<file path="config.mk">
export PLATFORM = sky130hd
export DESIGN_NAME = acc_top
export DESIGN_NICKNAME = d
export VERILOG_FILES = /design/src/core/acc_pkg.sv /design/src/core/acc_top.sv
export SDC_FILE = /design/constraint.sdc
export NUM_CORES = 1
export LEC_CHECK = 0
export BUFFER_PORTS_ARGS = -buffer_cell sky130_fd_sc_hd__buf_2
export CORE_MARGIN = 2
export CORE_UTILIZATION = 30
export CTS_BUF_LIST = sky130_fd_sc_hd__clkbuf_2
export DETAILED_ROUTE_END_ITERATION = 16
export PLACE_DENSITY_LB_ADDON = 0.3
export SLEW_MARGIN = 30
export SYNTH_ARGS = -nofsm -noshare
export SYNTH_HDL_FRONTEND = slang
export SYNTH_SLANG_ARGS = --single-unit
</file>
<file path="constraint.sdc">
create_clock -name mclk -period 17.3 [get_ports mclk]
set_clock_uncertainty 0.15 [all_clocks]
set_input_delay 0.865 -clock mclk [delete_from_list [all_inputs] [get_ports mclk]]
set_output_delay 0.865 -clock mclk [all_outputs]
set_load 0.1 [all_outputs]
</file>
<file path="src/core/acc_pkg.sv">
// Constants of the calibration and output control block.
package acc_pkg;
   // Register byte offsets.
   localparam logic [3:0] REG_CONFIG = 4'h0;
   localparam logic [3:0] REG_RANGE = 4'h4;
   localparam logic [3:0] REG_STATUS = 4'h8;
   // Configuration register field positions.
   localparam int CFG_DEMUX2 = 0;
   localparam int CFG_DDR = 1;
   localparam int CFG_EDGE = 2;
   localparam int CFG_SWING = 3;
   // Reset values.
   localparam logic [3:0] CONFIG_RESET = 4'h0;
   localparam logic [9:0] RANGE_RESET = 10'h2BC;
   // Ranges in mV peak to peak.
   localparam logic [9:0] RANGE_PIN_HIGH = 10'h366;
   localparam logic [9:0] RANGE_PIN_LOW = 10'h28A;
   localparam logic [9:0] RANGE_MIN = 10'h230;
   localparam logic [9:0] RANGE_MAX = 10'h348;
   // Counts in input clock cycles, except the start-up count, which is in system clock cycles.
   localparam logic [6:0] CAL_QUAL_CYCLES = 7'h50;
   localparam logic [15:0] CAL_RUN_CYCLES = 16'h0400;
   localparam logic [2:0] STARTUP_CYCLES = 3'h4;
   // History depth in input edges, and lane taps.
   localparam int HIST_DEPTH = 30;
   localparam int TAP_D = 26;
   localparam int TAP_C = 27;
   localparam int TAP_B = 28;
   localparam int TAP_A = 29;
   // Pin synchroniser bit positions.
   localparam int PIN_CLK = 0;
   localparam int PIN_CAL = 1;
   localparam int PIN_STBY = 2;
   localparam int PIN_FS = 3;
   localparam int PIN_EDGE = 4;
   localparam int PIN_FLOAT = 5;
   localparam int PIN_SWING = 6;
   localparam int PIN_DLY = 7;
   localparam int PIN_EXT = 8;
   localparam int PIN_COUNT = 9;
   // Calibration sequencer states.
   typedef enum logic [2:0] {
      CS_START,
      CS_DELAY,
      CS_RUN,
      CS_IDLE,
      CS_DOWN
   } acc_cal_state_t;
endpackage

</file>
<file path="src/core/acc_top.sv">
// Calibration sequencing and output lanes for an 8-bit converter.
//
// The implementer's own choices: the placing of the registers and the Wishbone interface to the registers.
`timescale 1ns/1ps
// Operation
// - under range gives all zeros
// - over range gives all ones
// - overrange flag on either side
// - four-way demux, four lanes, quarter rate
// - two-way demux uses lanes c, d
// - calibrate at power-up and on command
// - no calibration while powered down
// - command is 80 low, 80 high
// - request high at power-up withholds calibration
// - power-up delay 2^25 or 2^31 cycles
// - standby at power-up halts delay
// - cal_in_progress high during calibration
// - sample on both input clock edges
// - latency 13 cycles c,d; 14 a,b
// - offset binary output
// - extended mode uses register settings
// - range pin picks 870 or 650 mV
// - extended range 560 to 840 mV
// - single or double rate, selectable edge
// - standby waits for calibration end
// - calibrate request ignored while down
// - single rate edge set by edge pin
// - floating edge pin selects double rate
module acc_top #(
   parameter logic [31:0] DELAY_SHORT = 32'h0200_0000, // Short delay.
   parameter logic [31:0] DELAY_LONG = 32'h8000_0000 // Long delay.
) (
   input logic mclk, // System clock.
   input logic reset, // Async reset.
   input logic conv_clk, // Input clock pin.
   input logic signed [9:0] input_level, // Input level.
   input logic calibrate_request, // Cal command.
   input logic standby_request, // Standby pin.
   input logic full_scale_select, // Range pin.
   input logic output_edge_select, // Edge pin.
   input logic output_edge_float, // Edge pin floats.
   input logic output_swing_select, // Swing pin.
   input logic cal_delay_select, // Delay pin.
   input logic ext_control, // Mode pin.
   input logic wb_cyc_i, // Bus cycle.
   input logic wb_stb_i, // Bus strobe.
   input logic wb_we_i, // Bus write.
   input logic [3:0] wb_adr_i, // Bus address.
   input logic [3:0] wb_sel_i, // Bus selects.
   input logic [31:0] wb_dat_i, // Write data.
   output logic [31:0] wb_dat_o, // Read data.
   output logic wb_ack_o, // Bus ack.
   output logic [7:0] lane_a, // Output lane a.
   output logic [7:0] lane_b, // Output lane b.
   output logic [7:0] lane_c, // Output lane c.
   output logic [7:0] lane_d, // Output lane d.
   output logic out_of_range_flag, // Overrange.
   output logic output_data_clock, // Data clock.
   output logic output_drive_n, // Drive enable.
   output logic cal_in_progress, // Calibrating.
   output logic [9:0] full_scale_mv, // Range in mV.
   output logic swing_high // Swing setting.
);

   // Synchroniser stages; a pin value counts once the last two agree.
   logic [acc_pkg::PIN_COUNT-1:0] pin_raw;
   logic [acc_pkg::PIN_COUNT-1:0] s1_r, s2_r, s3_r, pin_r;
   logic [acc_pkg::PIN_COUNT-1:0] s1_nxt, s2_nxt, s3_nxt, pin_nxt;
   assign pin_raw = {ext_control, cal_delay_select, output_swing_select, output_edge_float,
                     output_edge_select, full_scale_select, standby_request,
                     calibrate_request, conv_clk};

   // Each pin filters independently.
   genvar gi;
   generate
      for (gi = 0; gi < acc_pkg::PIN_COUNT; gi++) begin : g_pin
         always_comb begin
            s1_nxt[gi] = pin_raw[gi];
            s2_nxt[gi] = s1_r[gi];
            s3_nxt[gi] = s2_r[gi];
            pin_nxt[gi] = (s2_r[gi] == s3_r[gi]) ? s3_r[gi] : pin_r[gi];
         end
      end
   endgenerate

   always_ff @(posedge mclk or posedge reset) begin
      if (reset) begin
         s1_r <= '0;
         s2_r <= '0;
         s3_r <= '0;
         pin_r <= '0;
      end else begin
         s1_r <= s1_nxt;
         s2_r <= s2_nxt;
         s3_r <= s3_nxt;
         pin_r <= pin_nxt;
      end
   end

   // Input clock edges found in the system clock domain.
   logic clk_prev_r, clk_prev_nxt, clk_rise, clk_fall;
   assign clk_prev_nxt = pin_r[acc_pkg::PIN_CLK];
   assign clk_rise = pin_r[acc_pkg::PIN_CLK] & ~clk_prev_r;
   assign clk_fall = ~pin_r[acc_pkg::PIN_CLK] & clk_prev_r;

   // Wishbone registers; settings reach the datapath only in extended mode.
   logic [3:0] config_r, config_nxt;
   logic [9:0] range_r, range_nxt;
   logic ack_r, ack_nxt;
   logic [31:0] rdata_r, rdata_nxt;
   logic bus_req;
   logic ext_mode;
   acc_pkg::acc_cal_state_t state_r, state_nxt;
   assign bus_req = wb_cyc_i & wb_stb_i & ~ack_r;
   assign ext_mode = pin_r[acc_pkg::PIN_EXT];

   // Clamp a programmed range.
   function automatic logic [9:0] clamp_range(input logic [9:0] v);
      if (v < acc_pkg::RANGE_MIN) begin
         return acc_pkg::RANGE_MIN;
      end else if (v > acc_pkg::RANGE_MAX) begin
         return acc_pkg::RANGE_MAX;
      end
      return v;
   endfunction

   // Answers one cycle after the request; unmapped reads give zero.
   always_comb begin
      config_nxt = config_r;
      range_nxt = range_r;
      rdata_nxt = rdata_r;
      ack_nxt = bus_req;
      if (bus_req && wb_we_i && wb_sel_i[0]) begin
         case (wb_adr_i)
            acc_pkg::REG_CONFIG: config_nxt = wb_dat_i[3:0];
            acc_pkg::REG_RANGE: range_nxt = clamp_range({wb_sel_i[1] ? wb_dat_i[9:8] : range_r[9:8],
                                                           wb_dat_i[7:0]});
            default: config_nxt = config_r;
         endcase
      end
      if (bus_req) begin
         case (wb_adr_i)
            acc_pkg::REG_CONFIG: rdata_nxt = {28'h0000000, config_r};
            acc_pkg::REG_RANGE: rdata_nxt = {22'h000000, range_r};
            acc_pkg::REG_STATUS: rdata_nxt = {28'h0000000, ext_mode,
                                               state_r == acc_pkg::CS_DELAY,
                                               state_r == acc_pkg::CS_DOWN, cal_in_progress};
            default: rdata_nxt = 32'h0000_0000;
         endcase
      end
   end

   always_ff @(posedge mclk or posedge reset) begin
      if (reset) begin
         config_r <= acc_pkg::CONFIG_RESET;
         range_r <= acc_pkg::RANGE_RESET;
         ack_r <= 1'b0;
         rdata_r <= 32'h0000_0000;
         clk_prev_r <= 1'b0;
      end else begin
         config_r <= config_nxt;
         range_r <= range_nxt;
         ack_r <= ack_nxt;
         rdata_r <= rdata_nxt;
         clk_prev_r <= clk_prev_nxt;
      end
   end
   assign wb_ack_o = ack_r;
   assign wb_dat_o = rdata_r;

   // Effective settings: pins in normal mode, registers in extended mode.
   logic ddr_mode, edge_rise, demux2;
   always_comb begin
      if (ext_mode) begin
         ddr_mode = config_r[acc_pkg::CFG_DDR];
         edge_rise = config_r[acc_pkg::CFG_EDGE];
         swing_high = config_r[acc_pkg::CFG_SWING];
         full_scale_mv = range_r;
      end else begin
         ddr_mode = pin_r[acc_pkg::PIN_FLOAT];
         edge_rise = pin_r[acc_pkg::PIN_EDGE];
         swing_high = pin_r[acc_pkg::PIN_SWING];
         full_scale_mv = pin_r[acc_pkg::PIN_FS] ? acc_pkg::RANGE_PIN_HIGH
                                                : acc_pkg::RANGE_PIN_LOW;
      end
      demux2 = ext_mode & config_r[acc_pkg::CFG_DEMUX2];
   end

   // Command qualifier: low phase, then high phase.
   logic [6:0] qual_cnt_r, qual_cnt_nxt;
   logic qual_low_ok_r, qual_low_ok_nxt;
   logic cal_cmd;
   logic cal_pin;
   assign cal_pin = pin_r[acc_pkg::PIN_CAL];
   always_comb begin
      qual_cnt_nxt = qual_cnt_r;
      qual_low_ok_nxt = qual_low_ok_r;
      cal_cmd = 1'b0;
      if (state_r == acc_pkg::CS_DOWN) begin
         qual_cnt_nxt = 7'h00;
         qual_low_ok_nxt = 1'b0;
      end else if (clk_rise) begin
         if (!qual_low_ok_r) begin
            if (cal_pin) begin
               qual_cnt_nxt = 7'h00;
            end else if (qual_cnt_r == acc_pkg::CAL_QUAL_CYCLES - 7'h01) begin
               qual_cnt_nxt = 7'h00;
               qual_low_ok_nxt = 1'b1;
            end else begin
               qual_cnt_nxt = qual_cnt_r + 7'h01;
            end
         end else if (!cal_pin) begin
            qual_cnt_nxt = 7'h00;
         end else if (qual_cnt_r == acc_pkg::CAL_QUAL_CYCLES - 7'h01) begin
            qual_cnt_nxt = 7'h00;
            qual_low_ok_nxt = 1'b0;
            cal_cmd = 1'b1;
         end else begin
            qual_cnt_nxt = qual_cnt_r + 7'h01;
         end
      end
   end

   // Calibration sequencer.
   logic [31:0] delay_cnt_r, delay_cnt_nxt;
   logic [15:0] run_cnt_r, run_cnt_nxt;
   logic [2:0] start_cnt_r, start_cnt_nxt;
   logic hold_r, hold_nxt;
   logic [31:0] delay_target;
   logic stby;
   assign stby = pin_r[acc_pkg::PIN_STBY];
   assign delay_target = pin_r[acc_pkg::PIN_DLY] ? DELAY_LONG : DELAY_SHORT;
   always_comb begin
      state_nxt = state_r;
      delay_cnt_nxt = delay_cnt_r;
      run_cnt_nxt = run_cnt_r;
      start_cnt_nxt = start_cnt_r;
      hold_nxt = hold_r;
      if (cal_cmd) begin
         hold_nxt = 1'b0;
      end
      case (state_r)
         acc_pkg::CS_START: begin
            // Let the filters settle before catching the request level.
            start_cnt_nxt = start_cnt_r + 3'h1;
            if (start_cnt_r == acc_pkg::STARTUP_CYCLES) begin
               hold_nxt = cal_pin;
               state_nxt = acc_pkg::CS_DELAY;
            end
         end
         acc_pkg::CS_DELAY: begin
            if (clk_rise && !stby && delay_cnt_r != delay_target) begin
               delay_cnt_nxt = delay_cnt_r + 32'h0000_0001;
            end
            if (delay_cnt_r == delay_target && !hold_r && !cal_cmd && !stby) begin
               state_nxt = acc_pkg::CS_RUN;
               run_cnt_nxt = 16'h0000;
            end
         end
         acc_pkg::CS_RUN: begin
            if (clk_rise) begin
               run_cnt_nxt = run_cnt_r + 16'h0001;
            end
            if (run_cnt_r == acc_pkg::CAL_RUN_CYCLES) begin
               state_nxt = stby ? acc_pkg::CS_DOWN : acc_pkg::CS_IDLE;
            end
         end
         acc_pkg::CS_IDLE: begin
            if (stby) begin
               state_nxt = acc_pkg::CS_DOWN;
            end else if (cal_cmd) begin
               state_nxt = acc_pkg::CS_RUN;
               run_cnt_nxt = 16'h0000;
            end
         end
         acc_pkg::CS_DOWN: begin
            if (!stby) begin
               state_nxt = acc_pkg::CS_IDLE;
            end
         end
         default: state_nxt = acc_pkg::CS_START;
      endcase
   end

   always_ff @(posedge mclk or posedge reset) begin
      if (reset) begin
         state_r <= acc_pkg::CS_START;
         delay_cnt_r <= 32'h0000_0000;
         run_cnt_r <= 16'h0000;
         start_cnt_r <= 3'h0;
         hold_r <= 1'b0;
         qual_cnt_r <= 7'h00;
         qual_low_ok_r <= 1'b0;
      end else begin
         state_r <= state_nxt;
         delay_cnt_r <= delay_cnt_nxt;
         run_cnt_r <= run_cnt_nxt;
         start_cnt_r <= start_cnt_nxt;
         hold_r <= hold_nxt;
         qual_cnt_r <= qual_cnt_nxt;
         qual_low_ok_r <= qual_low_ok_nxt;
      end
   end
   assign cal_in_progress = (state_r == acc_pkg::CS_RUN);

   // Offset-binary code plus an overrange bit.
   function automatic logic [8:0] quantise(input logic signed [9:0] v);
      if (v < -10'sd128) begin
         return 9'h100;
      end else if (v > 10'sd127) begin
         return 9'h1FF;
      end
      return {1'b0, v[7:0] ^ 8'h80};
   endfunction

   // One history entry per input edge, newest at index zero.
   logic [8:0] hist_r [acc_pkg::HIST_DEPTH];
   logic [8:0] hist_nxt [acc_pkg::HIST_DEPTH];
   generate
      for (gi = 0; gi < acc_pkg::HIST_DEPTH; gi++) begin : g_hist
         always_comb begin
            hist_nxt[gi] = hist_r[gi];
            if (clk_rise || clk_fall) begin
               hist_nxt[gi] = (gi == 0) ? quantise(input_level) : hist_r[(gi == 0) ? 0 : gi - 1];
            end
         end
         always_ff @(posedge mclk or posedge reset) begin
            if (reset) begin
               hist_r[gi] <= 9'h000;
            end else begin
               hist_r[gi] <= hist_nxt[gi];
            end
         end
      end
   endgenerate

   // Lanes load on falling input edges, every other one with four lanes.
   // The history is read before this edge shifts in, so taps sit one entry early.
   logic [7:0] la_r, lb_r, lc_r, ld_r, la_nxt, lb_nxt, lc_nxt, ld_nxt;
   logic or_r, or_nxt, phase_r, phase_nxt, output_data_clock_r, output_data_clock_nxt;
   always_comb begin
      la_nxt = la_r;
      lb_nxt = lb_r;
      lc_nxt = lc_r;
      ld_nxt = ld_r;
      or_nxt = or_r;
      phase_nxt = phase_r;
      output_data_clock_nxt = output_data_clock_r;
      if (clk_fall) begin
         phase_nxt = ~phase_r;
         if (demux2) begin
            // Two-way only works in double rate; else the lanes hold.
            if (ddr_mode) begin
               ld_nxt = hist_r[acc_pkg::TAP_D - 1][7:0];
               lc_nxt = hist_r[acc_pkg::TAP_C - 1][7:0];
               la_nxt = 8'h00;
               lb_nxt = 8'h00;
               or_nxt = hist_r[acc_pkg::TAP_D - 1][8] | hist_r[acc_pkg::TAP_C - 1][8];
               output_data_clock_nxt = ~output_data_clock_r;
            end
         end else if (phase_r) begin
            ld_nxt = hist_r[acc_pkg::TAP_D - 1][7:0];
            lc_nxt = hist_r[acc_pkg::TAP_C - 1][7:0];
            lb_nxt = hist_r[acc_pkg::TAP_B - 1][7:0];
            la_nxt = hist_r[acc_pkg::TAP_A - 1][7:0];
            or_nxt = hist_r[acc_pkg::TAP_D - 1][8] | hist_r[acc_pkg::TAP_C - 1][8]
                     | hist_r[acc_pkg::TAP_B - 1][8] | hist_r[acc_pkg::TAP_A - 1][8];
            // Double rate toggles per word; single rate marks the update edge.
            output_data_clock_nxt = ddr_mode ? ~output_data_clock_r : edge_rise;
         end else if (!ddr_mode) begin
            output_data_clock_nxt = ~edge_rise;
         end
      end
   end

   always_ff @(posedge mclk or posedge reset) begin
      if (reset) begin
         la_r <= 8'h00;
         lb_r <= 8'h00;
         lc_r <= 8'h00;
         ld_r <= 8'h00;
         or_r <= 1'b0;
         phase_r <= 1'b0;
         output_data_clock_r <= 1'b0;
      end else begin
         la_r <= la_nxt;
         lb_r <= lb_nxt;
         lc_r <= lc_nxt;
         ld_r <= ld_nxt;
         or_r <= or_nxt;
         phase_r <= phase_nxt;
         output_data_clock_r <= output_data_clock_nxt;
      end
   end

   // Outputs float in power-down; the enable tells the pads.
   assign lane_a = la_r;
   assign lane_b = lb_r;
   assign lane_c = lc_r;
   assign lane_d = ld_r;
   assign out_of_range_flag = or_r;
   assign output_data_clock = output_data_clock_r;
   assign output_drive_n = (state_r == acc_pkg::CS_DOWN);

endmodule

</file>
==> results of run 1 <==
==> worst max-delay path, stage by stage, from the launching register on <==
cell	delay (ps)
dfrtp_1	620
nor3b_4	500
buf_2	520
==> final cells by class <==
| class | count | area, µm² |
|---|---|---|
| Multi-Input combinational cell | 751 | 6050 |
| Tap cell | 756 | 946 |
| Clock inverter | 18 | 135 |
| Timing Repair Buffer | 146 | 1000 |
| Clock buffer | 155 | 776 |
| Antenna cell | 2 | 5.00 |
| Sequential cell | 421 | 10500 |
| Fill cell | 5660 | 36700 |
| Inverter | 37 | 146 |
==> flip-flops by register name (all words and copies together) (netlist names), 10 cells and up <==
name	flops
range_r	10
wb_dat_o	10
run_cnt_r	16
hist_r	261
delay_cnt_r	32
==> kinds of logic after synthesis <==
kind of cell / after synthesis / synth area share
AO/OA/AOI/OAI: 125 / 0.0458
buffers and inverters: 114 / 0.0327
other: 1 / 0.000220
AND/OR/NAND/NOR: 262 / 0.0830
adder cells (fa/ha/maj): 18 / 0.0119
XOR/XNOR: 40 / 0.0206
flip-flops: 421 / 0.619
multiplexers: 284 / 0.187
==> Yosys cell counts (3+ instances only) <==
cell      instances  area (µm²)
ha_1              9         113
nor3b_1           5        37.5
a21oi_1          11        55.1
mux2_1           16         180
mux2_2          264        2970
o21ai_0          45         225
a22oi_1           6        45.0
o211ai_1          6        45.0
inv_1            36         135
and2_1            7        43.8
mux2i_1           4        40.0
nor2b_1           4        25.0
o21ai_1          21         105
nand3_1          32         160
nand2b_1          4        25.0
nand4_1          11        68.8
xor2_1           10        87.6
nor4_1           10        62.6
buf_4            22         165
dfrtp_1         415       10400
or3_1             5        31.3
a31oi_1          10        62.6
xnor2_1          30         263
maj3_1            9        90.1
nor2_1           19        71.3
clkbuf_1         39         146
dfstp_2           6         158
nand2_1         103         387
nor3_1           22         110
and4_1            6        52.6
and3_1            8        50.1
a22o_1            3        26.3
buf_2            12        60.1
==> per-layer routing <==
metal,track usage,vias to the layer above
met2,0.163,180
li1,-,4860
met5,0,-
met1,0.136,5094
met4,0.0405,0
met3,0.0373,61
==> worst max-delay path by stage <==
| stage | depth (start not counted) | slack (ps) | end |
|---|---|---|---|
| finish | 2 | 13660 | output_drive_n |
| floorplan | 1 | 4580 | clk_prev_r$_DFF_PP0_ |
| global route | 2 | 13390 | output_drive_n |
| CTS | 2 | 13500 | output_drive_n |
| detailed placement | 6 | 13710 | range_r[1]$_DFFE_PP0P_ |
| global placement | 6 | 13730 | range_r[2]$_DFFE_PP1P_ |
==> per-stage QoR <==
step	total power, mW	cell area, µm²	hold slack [ps]	std cells	utilization
6_report	2.82	19600	199	2286	0.348
5_1_grt	3.02	19600	80.2	2285	0.348
4_1_cts	2.88	19600	14.4	2283	0.348
3_5_place_dp	2.19	18200	185	2069	0.324
3_3_place_gp	2.16	18200	184	2069	0.324
2_1_floorplan	2.05	17100	181	1286	-
==> report_power, final <==
part / switching, mW / internal, mW
logic: 0.382 / 0.326
registers: 0.163 / 1.29
clock network: 0.388 / 0.266
total: 0.933 / 1.88
==> what timing repair did <==
item,CTS,global route
hold buffers,41,0
setup buffers,0,0
endpoints found under the hold margin,145,0
==> flow_metrics.py, run 1 <==
metrics = {
    "floorplanning": {
        "die_w_um": 242,
        "num_io_pins": 144,
        "dieArea_mm2": 0.0587,
        "die_h_um": 242,
        "num_rows": 87,
        "initial_core_util": 0.303,
        "core_area_mm2": 0.0563,
    },
    "clock_tree": {
        "path_clk_slew_ps": 110,
        "clock_path_buffers": 3,
        "tritoncts": "yes",
        "clkLatencyLatePin_ps": 1090,
        "htreeDepth": 3,
        "cts_resized": 0,
        "cts.sinks": 421,
        "numCtsBuffers": 106,
        "cts_root_buf": "clkbuf_2",
    },
    "pwr": {
        "p_leak_nw": 9.11,
        "ir_drop_v": 0.000108,
        "p_per_area_mw_per_mm2": 144,
    },
    "yosys": {
        "synth_cell_types": 73,
        "ys_ff_latch": 421,
        "yosysSeqAreaShare": 0.619,
        "synthCells": 1265,
        "postSynthAreaPerCell_um2": 13.5,
        "synth_flop_cell": "dfrtp_1",
        "ys_warn_count": 0,
        "synth_async_sr_flop_share": 1.00,
        "synth_edf_count": 0,
        "syn_area_mm2": 0.0170,
    },
    "critical_path": {
        "cp-end-kind": "output port",
        "worst-r2r-cell-count": 6,
        "cp.arrival_ps": 2630,
        "cp_max_fo": 13,
        "critPathRequiredTime_ps": 16280,
        "crit_start": "state_r[2]$_DFFE_PP0P_",
        "path_class": "flop to output port",
        "reg2reg_to": "hist_r[36]$_DFFE_PP0P_",
        "crit-reg2reg-launch": "pin_r[0]$_DFFE_PP0N_",
        "worst_setup_path_start_kind": "flop",
        "ff2ff_setup_slack_ps": 13830,
    },
    "cells_and_area": {
        "area_delta_synth_final_pct": 15.0,
        "nNetsFinal": 1536,
        "layout.cells.most_common": "dfrtp_1",
        "drive_gt1_frac": 0.366,
        "layout_common_cells": "dfrtp_1 (415), mux2_2 (264), clkbuf_2 (155)",
    },
    "outcome": {
        "run_status": "completed",
    },
    "run": {
        "max_cap_violations": 0,
    },
    "sta": {
        "tightestPinTransition_ps": 903,
        "hold_viol_final": 0,
        "slew_violations": 0,
        "fin_ws_ps": 13660,
        "slew_headroom": 0.398,
        "fin_setup_tns_ps": 0,
        "max_clock_freq_ghz": 0.275,
        "min_period_ps": 3640,
        "rsz0062_at_grt": "no",
        "fin_crit_sh": 0.211,
        "setup_viol": 0,
    },
    "placement": {
        "dp_hpwl_um": 18200,
        "gp_congestion": 0.810,
        "port_buffers": 97,
        "post-place-ws_ps": 13710,
    },
    "drt": {
        "wire_per_inst_um": 13.2,
        "wirelength_um": 30100,
        "ant_nets": 0,
        "avgViaCountPerCell": 4.46,
        "maxUsedRoutingLayer": "met4",
        "drc": 0,
        "route.met3.wl_um": 1650,
        "first_iter_violations": 540,
        "vias": 10195,
        "m1WireLength_um": 13800,
        "dr.pass1.iters": 4,
        "met2_length_um": 14000,
    },
    "min_path": {
        "min_path_cells": 4,
        "whs_endpoint": "wb_dat_o[1]$_DFFE_PP0P_",
        "hold_path_class": "input port to flop",
        "hold_path_startpoint": "wb_adr_i[3]",
    },
    "global_route": {
        "grt_pass1_wl_um": 52000,
        "overflow": 0,
        "grt_pass1_vias": 10711,
        "grt_use_total": 0.106,
        "grt_max_degree": 160,
        "antenna_found_initial": 1,
    },
}
No activity file was read; power rests on OpenSTA's default activity.
==> inputs of run 2 (changes only) <==
==> constraint.sdc (replaced) <==
create_clock -name mclk -period 3.5 [get_ports mclk]
set_clock_uncertainty 0.15 [all_clocks]
set_input_delay 0.175 -clock mclk [delete_from_list [all_inputs] [get_ports mclk]]
set_output_delay 0.175 -clock mclk [all_outputs]
set_load 0.1 [all_outputs]
==> run 2 against run 1 <==
Core utilization is 1.7 points higher. First-iteration DRC count decreased by 16%. Via count rose by 3.4%. Global-route usage rose by 0.55 points. Clock-buffer cell count fell by 5. Clock power grew to 4.8 times the previous value. Die area stayed put.
==> flow_metrics.py, run 2 (synthesized netlist as in run 1, its figures left out) <==
metrics = {
    "outcome": {
        "run_status": "completed",
    },
    "cells_and_area": {
        "finalInstanceArea_mm2": 0.0205,
        "nNetsFinal": 1631,
        "layout_common_cells": "dfrtp_1 (415), mux2_2 (264), clkbuf_2 (150)",
        "n_fill_cell": 5505,
        "largest_reg_flops": 261,
        "fin_util": 0.365,
        "reg.largest.list": "hist_r (261), delay_cnt_r (32), run_cnt_r (16)",
        "layout.cells.most_common": "dfrtp_1",
        "area_delta_synth_final_pct": 20.5,
        "fin_cells": 2378,
        "top_register": "hist_r",
        "drive_gt1_frac": 0.354,
    },
    "critical_path": {
        "worst_setup_path_start_kind": "input port",
        "cp_common_cell": "dlygate4sd3_1",
        "cpMaxStageDelayCell": "dlygate4sd3_1",
        "reg2reg_to": "config_r[3]$_DFFE_PP0P_",
        "max_stage_delay_ps": 670,
        "cp-end-kind": "flop",
        "worst-r2r-cell-count": 5,
        "worstSetupEndpoint": "range_r[1]$_DFFE_PP0P_",
        "cp_max_fo": 11,
        "cp.arrival_ps": 4240,
        "worstPathCellList": "dlygate4sd3_1 -> buf_2 -> dlygate4sd3_1 -> nor4b_2 -> dlygate4sd3_1 -> buf_4 -> nand4_1 -> a311oi_4 -> nor2b_1 -> a22o_1 -> dlygate4sd3_1",
        "path_class": "input port to flop",
        "ff2ff_setup_slack_ps": 410,
        "critPathRequiredTime_ps": 4310,
        "crit_start": "wb_adr_i[3]",
        "crit-reg2reg-launch": "wb_ack_o$_DFF_PP0_",
    },
    "sta": {
        "setup_viol": 0,
        "hold_viol_final": 0,
        "max_clock_freq_ghz": 0.291,
        "slew_headroom": 0.531,
        "rsz0062_at_grt": "no",
        "fin_crit_sh": 0.982,
        "fin_ws_ps": 64.4,
        "slew_violations": 0,
        "min_period_ps": 3440,
        "tightestPinTransition_ps": 698,
        "holdWs_ps": 162,
    },
    "clock_tree": {
        "tritoncts": "yes",
        "htreeDepth": 3,
        "cts.sinks": 421,
        "clkLatencyLatePin_ps": 1110,
        "clock_path_buffers": 3,
        "path_clk_slew_ps": 90,
        "numCtsBuffers": 108,
        "cts_root_buf": "clkbuf_2",
    },
    "placement": {
        "post-place-ws_ps": 811,
        "post-place-cells": 2082,
        "placed_area_mm2": 0.0184,
        "gp_congestion": 0.794,
        "dp_hpwl_um": 19100,
        "port_buffers": 97,
    },
    "global_route": {
        "grt_pass1_vias": 11185,
        "antenna_found_initial": 2,
        "grt_max_degree": 95,
        "overflow": 0,
        "grt_pass1_wl_um": 54800,
        "grt_use_total": 0.111,
    },
    "drt": {
        "vias": 10537,
        "drc": 0,
        "wire_per_inst_um": 13.3,
        "maxUsedRoutingLayer": "met5",
        "route.met3.wl_um": 1620,
        "wirelength_um": 31700,
        "first_iter_violations": 456,
        "m1WireLength_um": 14500,
        "avgViaCountPerCell": 4.43,
        "met2_length_um": 14900,
        "ant_nets": 0,
        "dr.pass1.iters": 4,
    },
    "min_path": {
        "hold_path_class": "input port to asynchronous set/reset pin",
    },
    "floorplanning": {
        "die_h_um": 242,
        "num_rows": 87,
        "die_w_um": 242,
        "core_area_mm2": 0.0563,
        "num_io_pins": 144,
        "dieArea_mm2": 0.0587,
        "initial_core_util": 0.303,
    },
    "pwr": {
        "p_leak_nw": 9.52,
        "ir_drop_v": 0.000669,
        "swShare": 0.335,
        "p_per_area_mw_per_mm2": 680,
        "intPower_mw": 9.28,
        "switchingPower_mw": 4.69,
        "p_comb_frac": 0.260,
        "clockPowerShare": 0.224,
        "seqPwrFrac": 0.515,
    },
    "run": {
        "max_cap_violations": 0,
    },
}
==> run 2: changes by cell type in the layout (fill, tap and decap cells not counted), moves of 2 or more <==
cell | before | now
buf_4 | 3 | 13
buf_6 | 3 | 0
clkbuf_2 | 155 | 150
inv_6 | 1 | 3
clkinv_2 | 1 | 3
buf_12 | 1 | 10
bufinv_16 | 2 | 0
dlygate4sd3_1 | 41 | 119
==> run 2: cell type report <==
cell class,instances,area (µm²),share of cell area
antenna,2,5.00,0.000244
inverter,37,143,0.00694
clock buffer,150,751,0.0365
sequential,421,10500,0.513
tap,756,946,0.0460
timing repair buffer,239,1970,0.0961
multi-input combinational,751,6050,0.295
clock inverter,22,130,0.00633
==> run 2: per-layer routing <==
metal	vias up	track usage
met5	-	0
met2	189	0.177
met1	5235	0.141
met3	58	0.0367
met4	2	0.0410
li1	5053	-
==> run 2: per-stage QoR <==
| step | total power [mW] | TNS (ps) |
|---|---|---|
| 2_1_floorplan | 10.1 | -1042930 |
| 3_3_place_gp | 10.7 | 0 |
| 3_5_place_dp | 10.9 | 0 |
| 4_1_cts | 14.3 | 0 |
| 5_1_grt | 15.0 | 0 |
| 6_report | 14.0 | 0 |
==> run 2: power groups by stage <==
stage	registers (mW)	logic, mW	clock network (mW)
after global routing	7.42	3.96	3.60
after global placement	7.28	3.46	0
after detailed placement	7.33	3.55	0
final	7.20	3.64	3.13
after CTS	7.23	3.69	3.35
after floorplan	7.75	2.36	0
==> run 2: timing repair <==
item | 4_1_cts | 5_1_grt
hold buffers | 120 | 0
endpoints found under the hold margin | 464 | 0
resized for setup | 0 | 1
setup buffers | 0 | 2
endpoints found under the setup margin | 0 | 6
==> run 2: critical path: cells and delay by family <==
family / cells / cell delay, ps
buffers and inverters: 6 / 2690
AOI/OAI and AO/OA: 2 / 570
and+or+nand+nor: 3 / 800
==> run 2: worst min-delay path by stage <==
stage / slack, ps / end / startpoint / cells after the start
3_3_place_gp: 140 / s1_r[7]$_DFF_PP0_ / cal_delay_select / 1
5_1_grt: 7 / hist_r[41]$_DFFE_PP0P_ / reset / 4
4_1_cts: 9 / s1_r[3]$_DFF_PP0_ / full_scale_select / 3
6_report: 160 / hist_r[68]$_DFFE_PP0P_ / reset / 4
3_5_place_dp: 140 / s1_r[2]$_DFF_PP0_ / standby_request / 1
2_1_floorplan: 60 / s1_r[0]$_DFF_PP0_ / conv_clk / 0
==> inputs of run 3 (changes only) <==
--- a/config.mk
+++ b/config.mk
@@ -11,6 +11,8 @@
 export CTS_BUF_LIST = sky130_fd_sc_hd__clkbuf_2
 export DETAILED_ROUTE_END_ITERATION = 16
 export PLACE_DENSITY_LB_ADDON = 0.3
+export RECOVER_POWER = 50
+export SETUP_SLACK_MARGIN = 0.4
 export SLEW_MARGIN = 30
 export SYNTH_ARGS = -nofsm -noshare
 export SYNTH_HDL_FRONTEND = slang
==> run 3 against run 2 <==
The flow now finishes with violations (capacitance limit, slew limit). Flip-flop and latch count unchanged. Register-to-register slack better by 230 ps. Combinational power hardly changed. Total power hardly changed. Critical path depth decreased by 2. Sequential power hardly changed. Worst hold slack better by 19 ps. Die area stayed put. Via count is 0.40% higher. Highest routed layer unchanged.
==> flow_metrics.py, run 3 (synthesized netlist as in run 1, its figures left out) <==
metrics = {
    "outcome": {
        "run_status": "finished, violations left",
        "violations": "capacitance limit, slew limit",
    },
    "critical_path": {
        "crit_start": "wb_we_i",
        "worst_setup_path_start_kind": "input port",
        "crit-reg2reg-launch": "wb_ack_o$_DFF_PP0_",
        "reg2reg_to": "config_r[3]$_DFFE_PP0P_",
        "worstSetupEndpoint": "config_r[3]$_DFFE_PP0P_",
        "path_class": "input port to flop",
        "cp_max_fo": 4,
        "worst-r2r-cell-count": 5,
        "cp-end-kind": "flop",
        "ff2ff_setup_slack_ps": 640,
        "cp.arrival_ps": 3840,
        "critPathRequiredTime_ps": 4260,
    },
    "placement": {
        "post-place-ws_ps": 811,
        "placed_area_mm2": 0.0184,
        "dp_hpwl_um": 19100,
        "port_buffers": 97,
        "gp_congestion": 0.794,
    },
    "floorplanning": {
        "die_w_um": 242,
        "core_area_mm2": 0.0563,
        "num_io_pins": 144,
        "num_rows": 87,
        "dieArea_mm2": 0.0587,
        "initial_core_util": 0.303,
        "die_h_um": 242,
    },
    "drt": {
        "wirelength_um": 31400,
        "wire_per_inst_um": 13.2,
        "first_iter_violations": 463,
        "ant_nets": 0,
        "avgViaCountPerCell": 4.45,
        "dr.pass1.iters": 5,
        "drc": 0,
        "vias": 10579,
    },
    "clock_tree": {
        "path_clk_slew_ps": 90,
        "numCtsBuffers": 108,
        "cts.sinks": 421,
        "cts_root_buf": "clkbuf_2",
        "clock_path_buffers": 3,
        "tritoncts": "yes",
        "htreeDepth": 3,
        "clkLatencyLatePin_ps": 1090,
    },
    "global_route": {
        "met1_usage": 0.140,
        "grt_max_degree": 95,
        "grt_pass1_wl_um": 54300,
        "overflow": 0,
        "met2_usage": 0.174,
        "busiest_layer": "met2",
        "grt_util_met3": 0.0362,
        "antenna_found_initial": 2,
        "grt_pass1_vias": 11134,
        "grt_use_total": 0.110,
    },
    "cells_and_area": {
        "drive_gt1_frac": 0.354,
        "layout_common_cells": "dfrtp_1 (414), mux2_2 (264), clkbuf_2 (152)",
        "fin_util": 0.364,
        "area_delta_synth_final_pct": 20.1,
        "layout.cells.most_common": "dfrtp_1",
        "largest_reg_flops": 261,
        "finalInstanceArea_mm2": 0.0205,
        "reg.largest.list": "hist_r (261), delay_cnt_r (32), run_cnt_r (16)",
        "top_register": "hist_r",
        "nNetsFinal": 1630,
    },
    "sta": {
        "slew_violations": 146,
        "fin_setup_tns_ps": 0,
        "tightestPinTransition_ps": 2080,
        "hold_viol_final": 0,
        "setup_viol": 0,
        "slew_headroom": -0.386,
        "max_clock_freq_ghz": 0.325,
        "holdWs_ps": 181,
        "min_period_ps": 3080,
        "rsz0062_at_grt": "no",
        "fin_crit_sh": 0.879,
        "fin_ws_ps": 423,
    },
    "pwr": {
        "p_leak_nw": 9.47,
        "p_per_area_mw_per_mm2": 682,
        "ir_drop_v": 0.000669,
    },
    "min_path": {
        "hold_path_class": "input port to asynchronous set/reset pin",
    },
    "run": {
        "max_cap_violations": 3,
    },
}
[run 3: cell types whose count changed in the layout (fill, tap and decap cells not counted), sizes merged]
cell | before | now
buf | 120 | 117
clkbuf | 150 | 158
dlygate4sd3 | 119 | 113
[run 3: stage by stage]
step / instances / power (mW)
finish: 2377 / 14.0
global route: 2377 / 15.0
CTS: 2367 / 14.3
detailed placement: 2082 / 10.9
global placement: 2082 / 10.7
floorplan: 1286 / 10.1
[run 3: routing by layer]
layer	wire length, µm	part of all wire
met5	15	0.00048
met4	542	0.017
met3	1510	0.048
met2	14800	0.47
met1	14500	0.46
[run 3: area by class of cell]
class / count / area, µm²
Fill cell: 5508 / 35800
Sequential cell: 421 / 10500
Multi-Input combinational cell: 751 / 6050
Timing Repair Buffer: 238 / 1900
Tap cell: 756 / 946
Clock buffer: 150 / 751
Inverter: 37 / 140
Clock inverter: 22 / 130
Antenna cell: 2 / 5.00
[run 3: timing repair]
action,in CTS,in global routing
endpoints found under the hold margin,464,0
hold buffers,113,0
gates resized for setup,2,3
setup buffers,0,7
endpoints found under the setup margin,2,7
pin swaps,0,1
[run 3: worst min path at each step]
stage,from,endpoint,slack (ps),cells past startpoint
after floorplan,conv_clk,s1_r[0]$_DFF_PP0_,60,0
after global placement,cal_delay_select,s1_r[7]$_DFF_PP0_,140,1
after detailed placement,standby_request,s1_r[2]$_DFF_PP0_,140,1
after CTS,full_scale_select,s1_r[3]$_DFF_PP0_,9,3
after global routing,output_swing_select,s1_r[6]$_DFF_PP0_,7,3
final,reset,hist_r[68]$_DFFE_PP0P_,180,4
[run 3: power by group]
group          total (mW)  internal (mW)  switching, mW
combinational        3.63           1.71           1.91
clock                3.13           1.17           1.96
sequential           7.20           6.39          0.810
[run 3: worst max-delay path, stage by stage]
cell,delay (ps)
dlygate4sd3_1,530
buf_2,100
dlygate4sd3_1,580
nand2_1,50
dlygate4sd3_1,560
nor4b_2,240
dlygate4sd3_1,700
mux2_2,350
dlygate4sd3_1,550
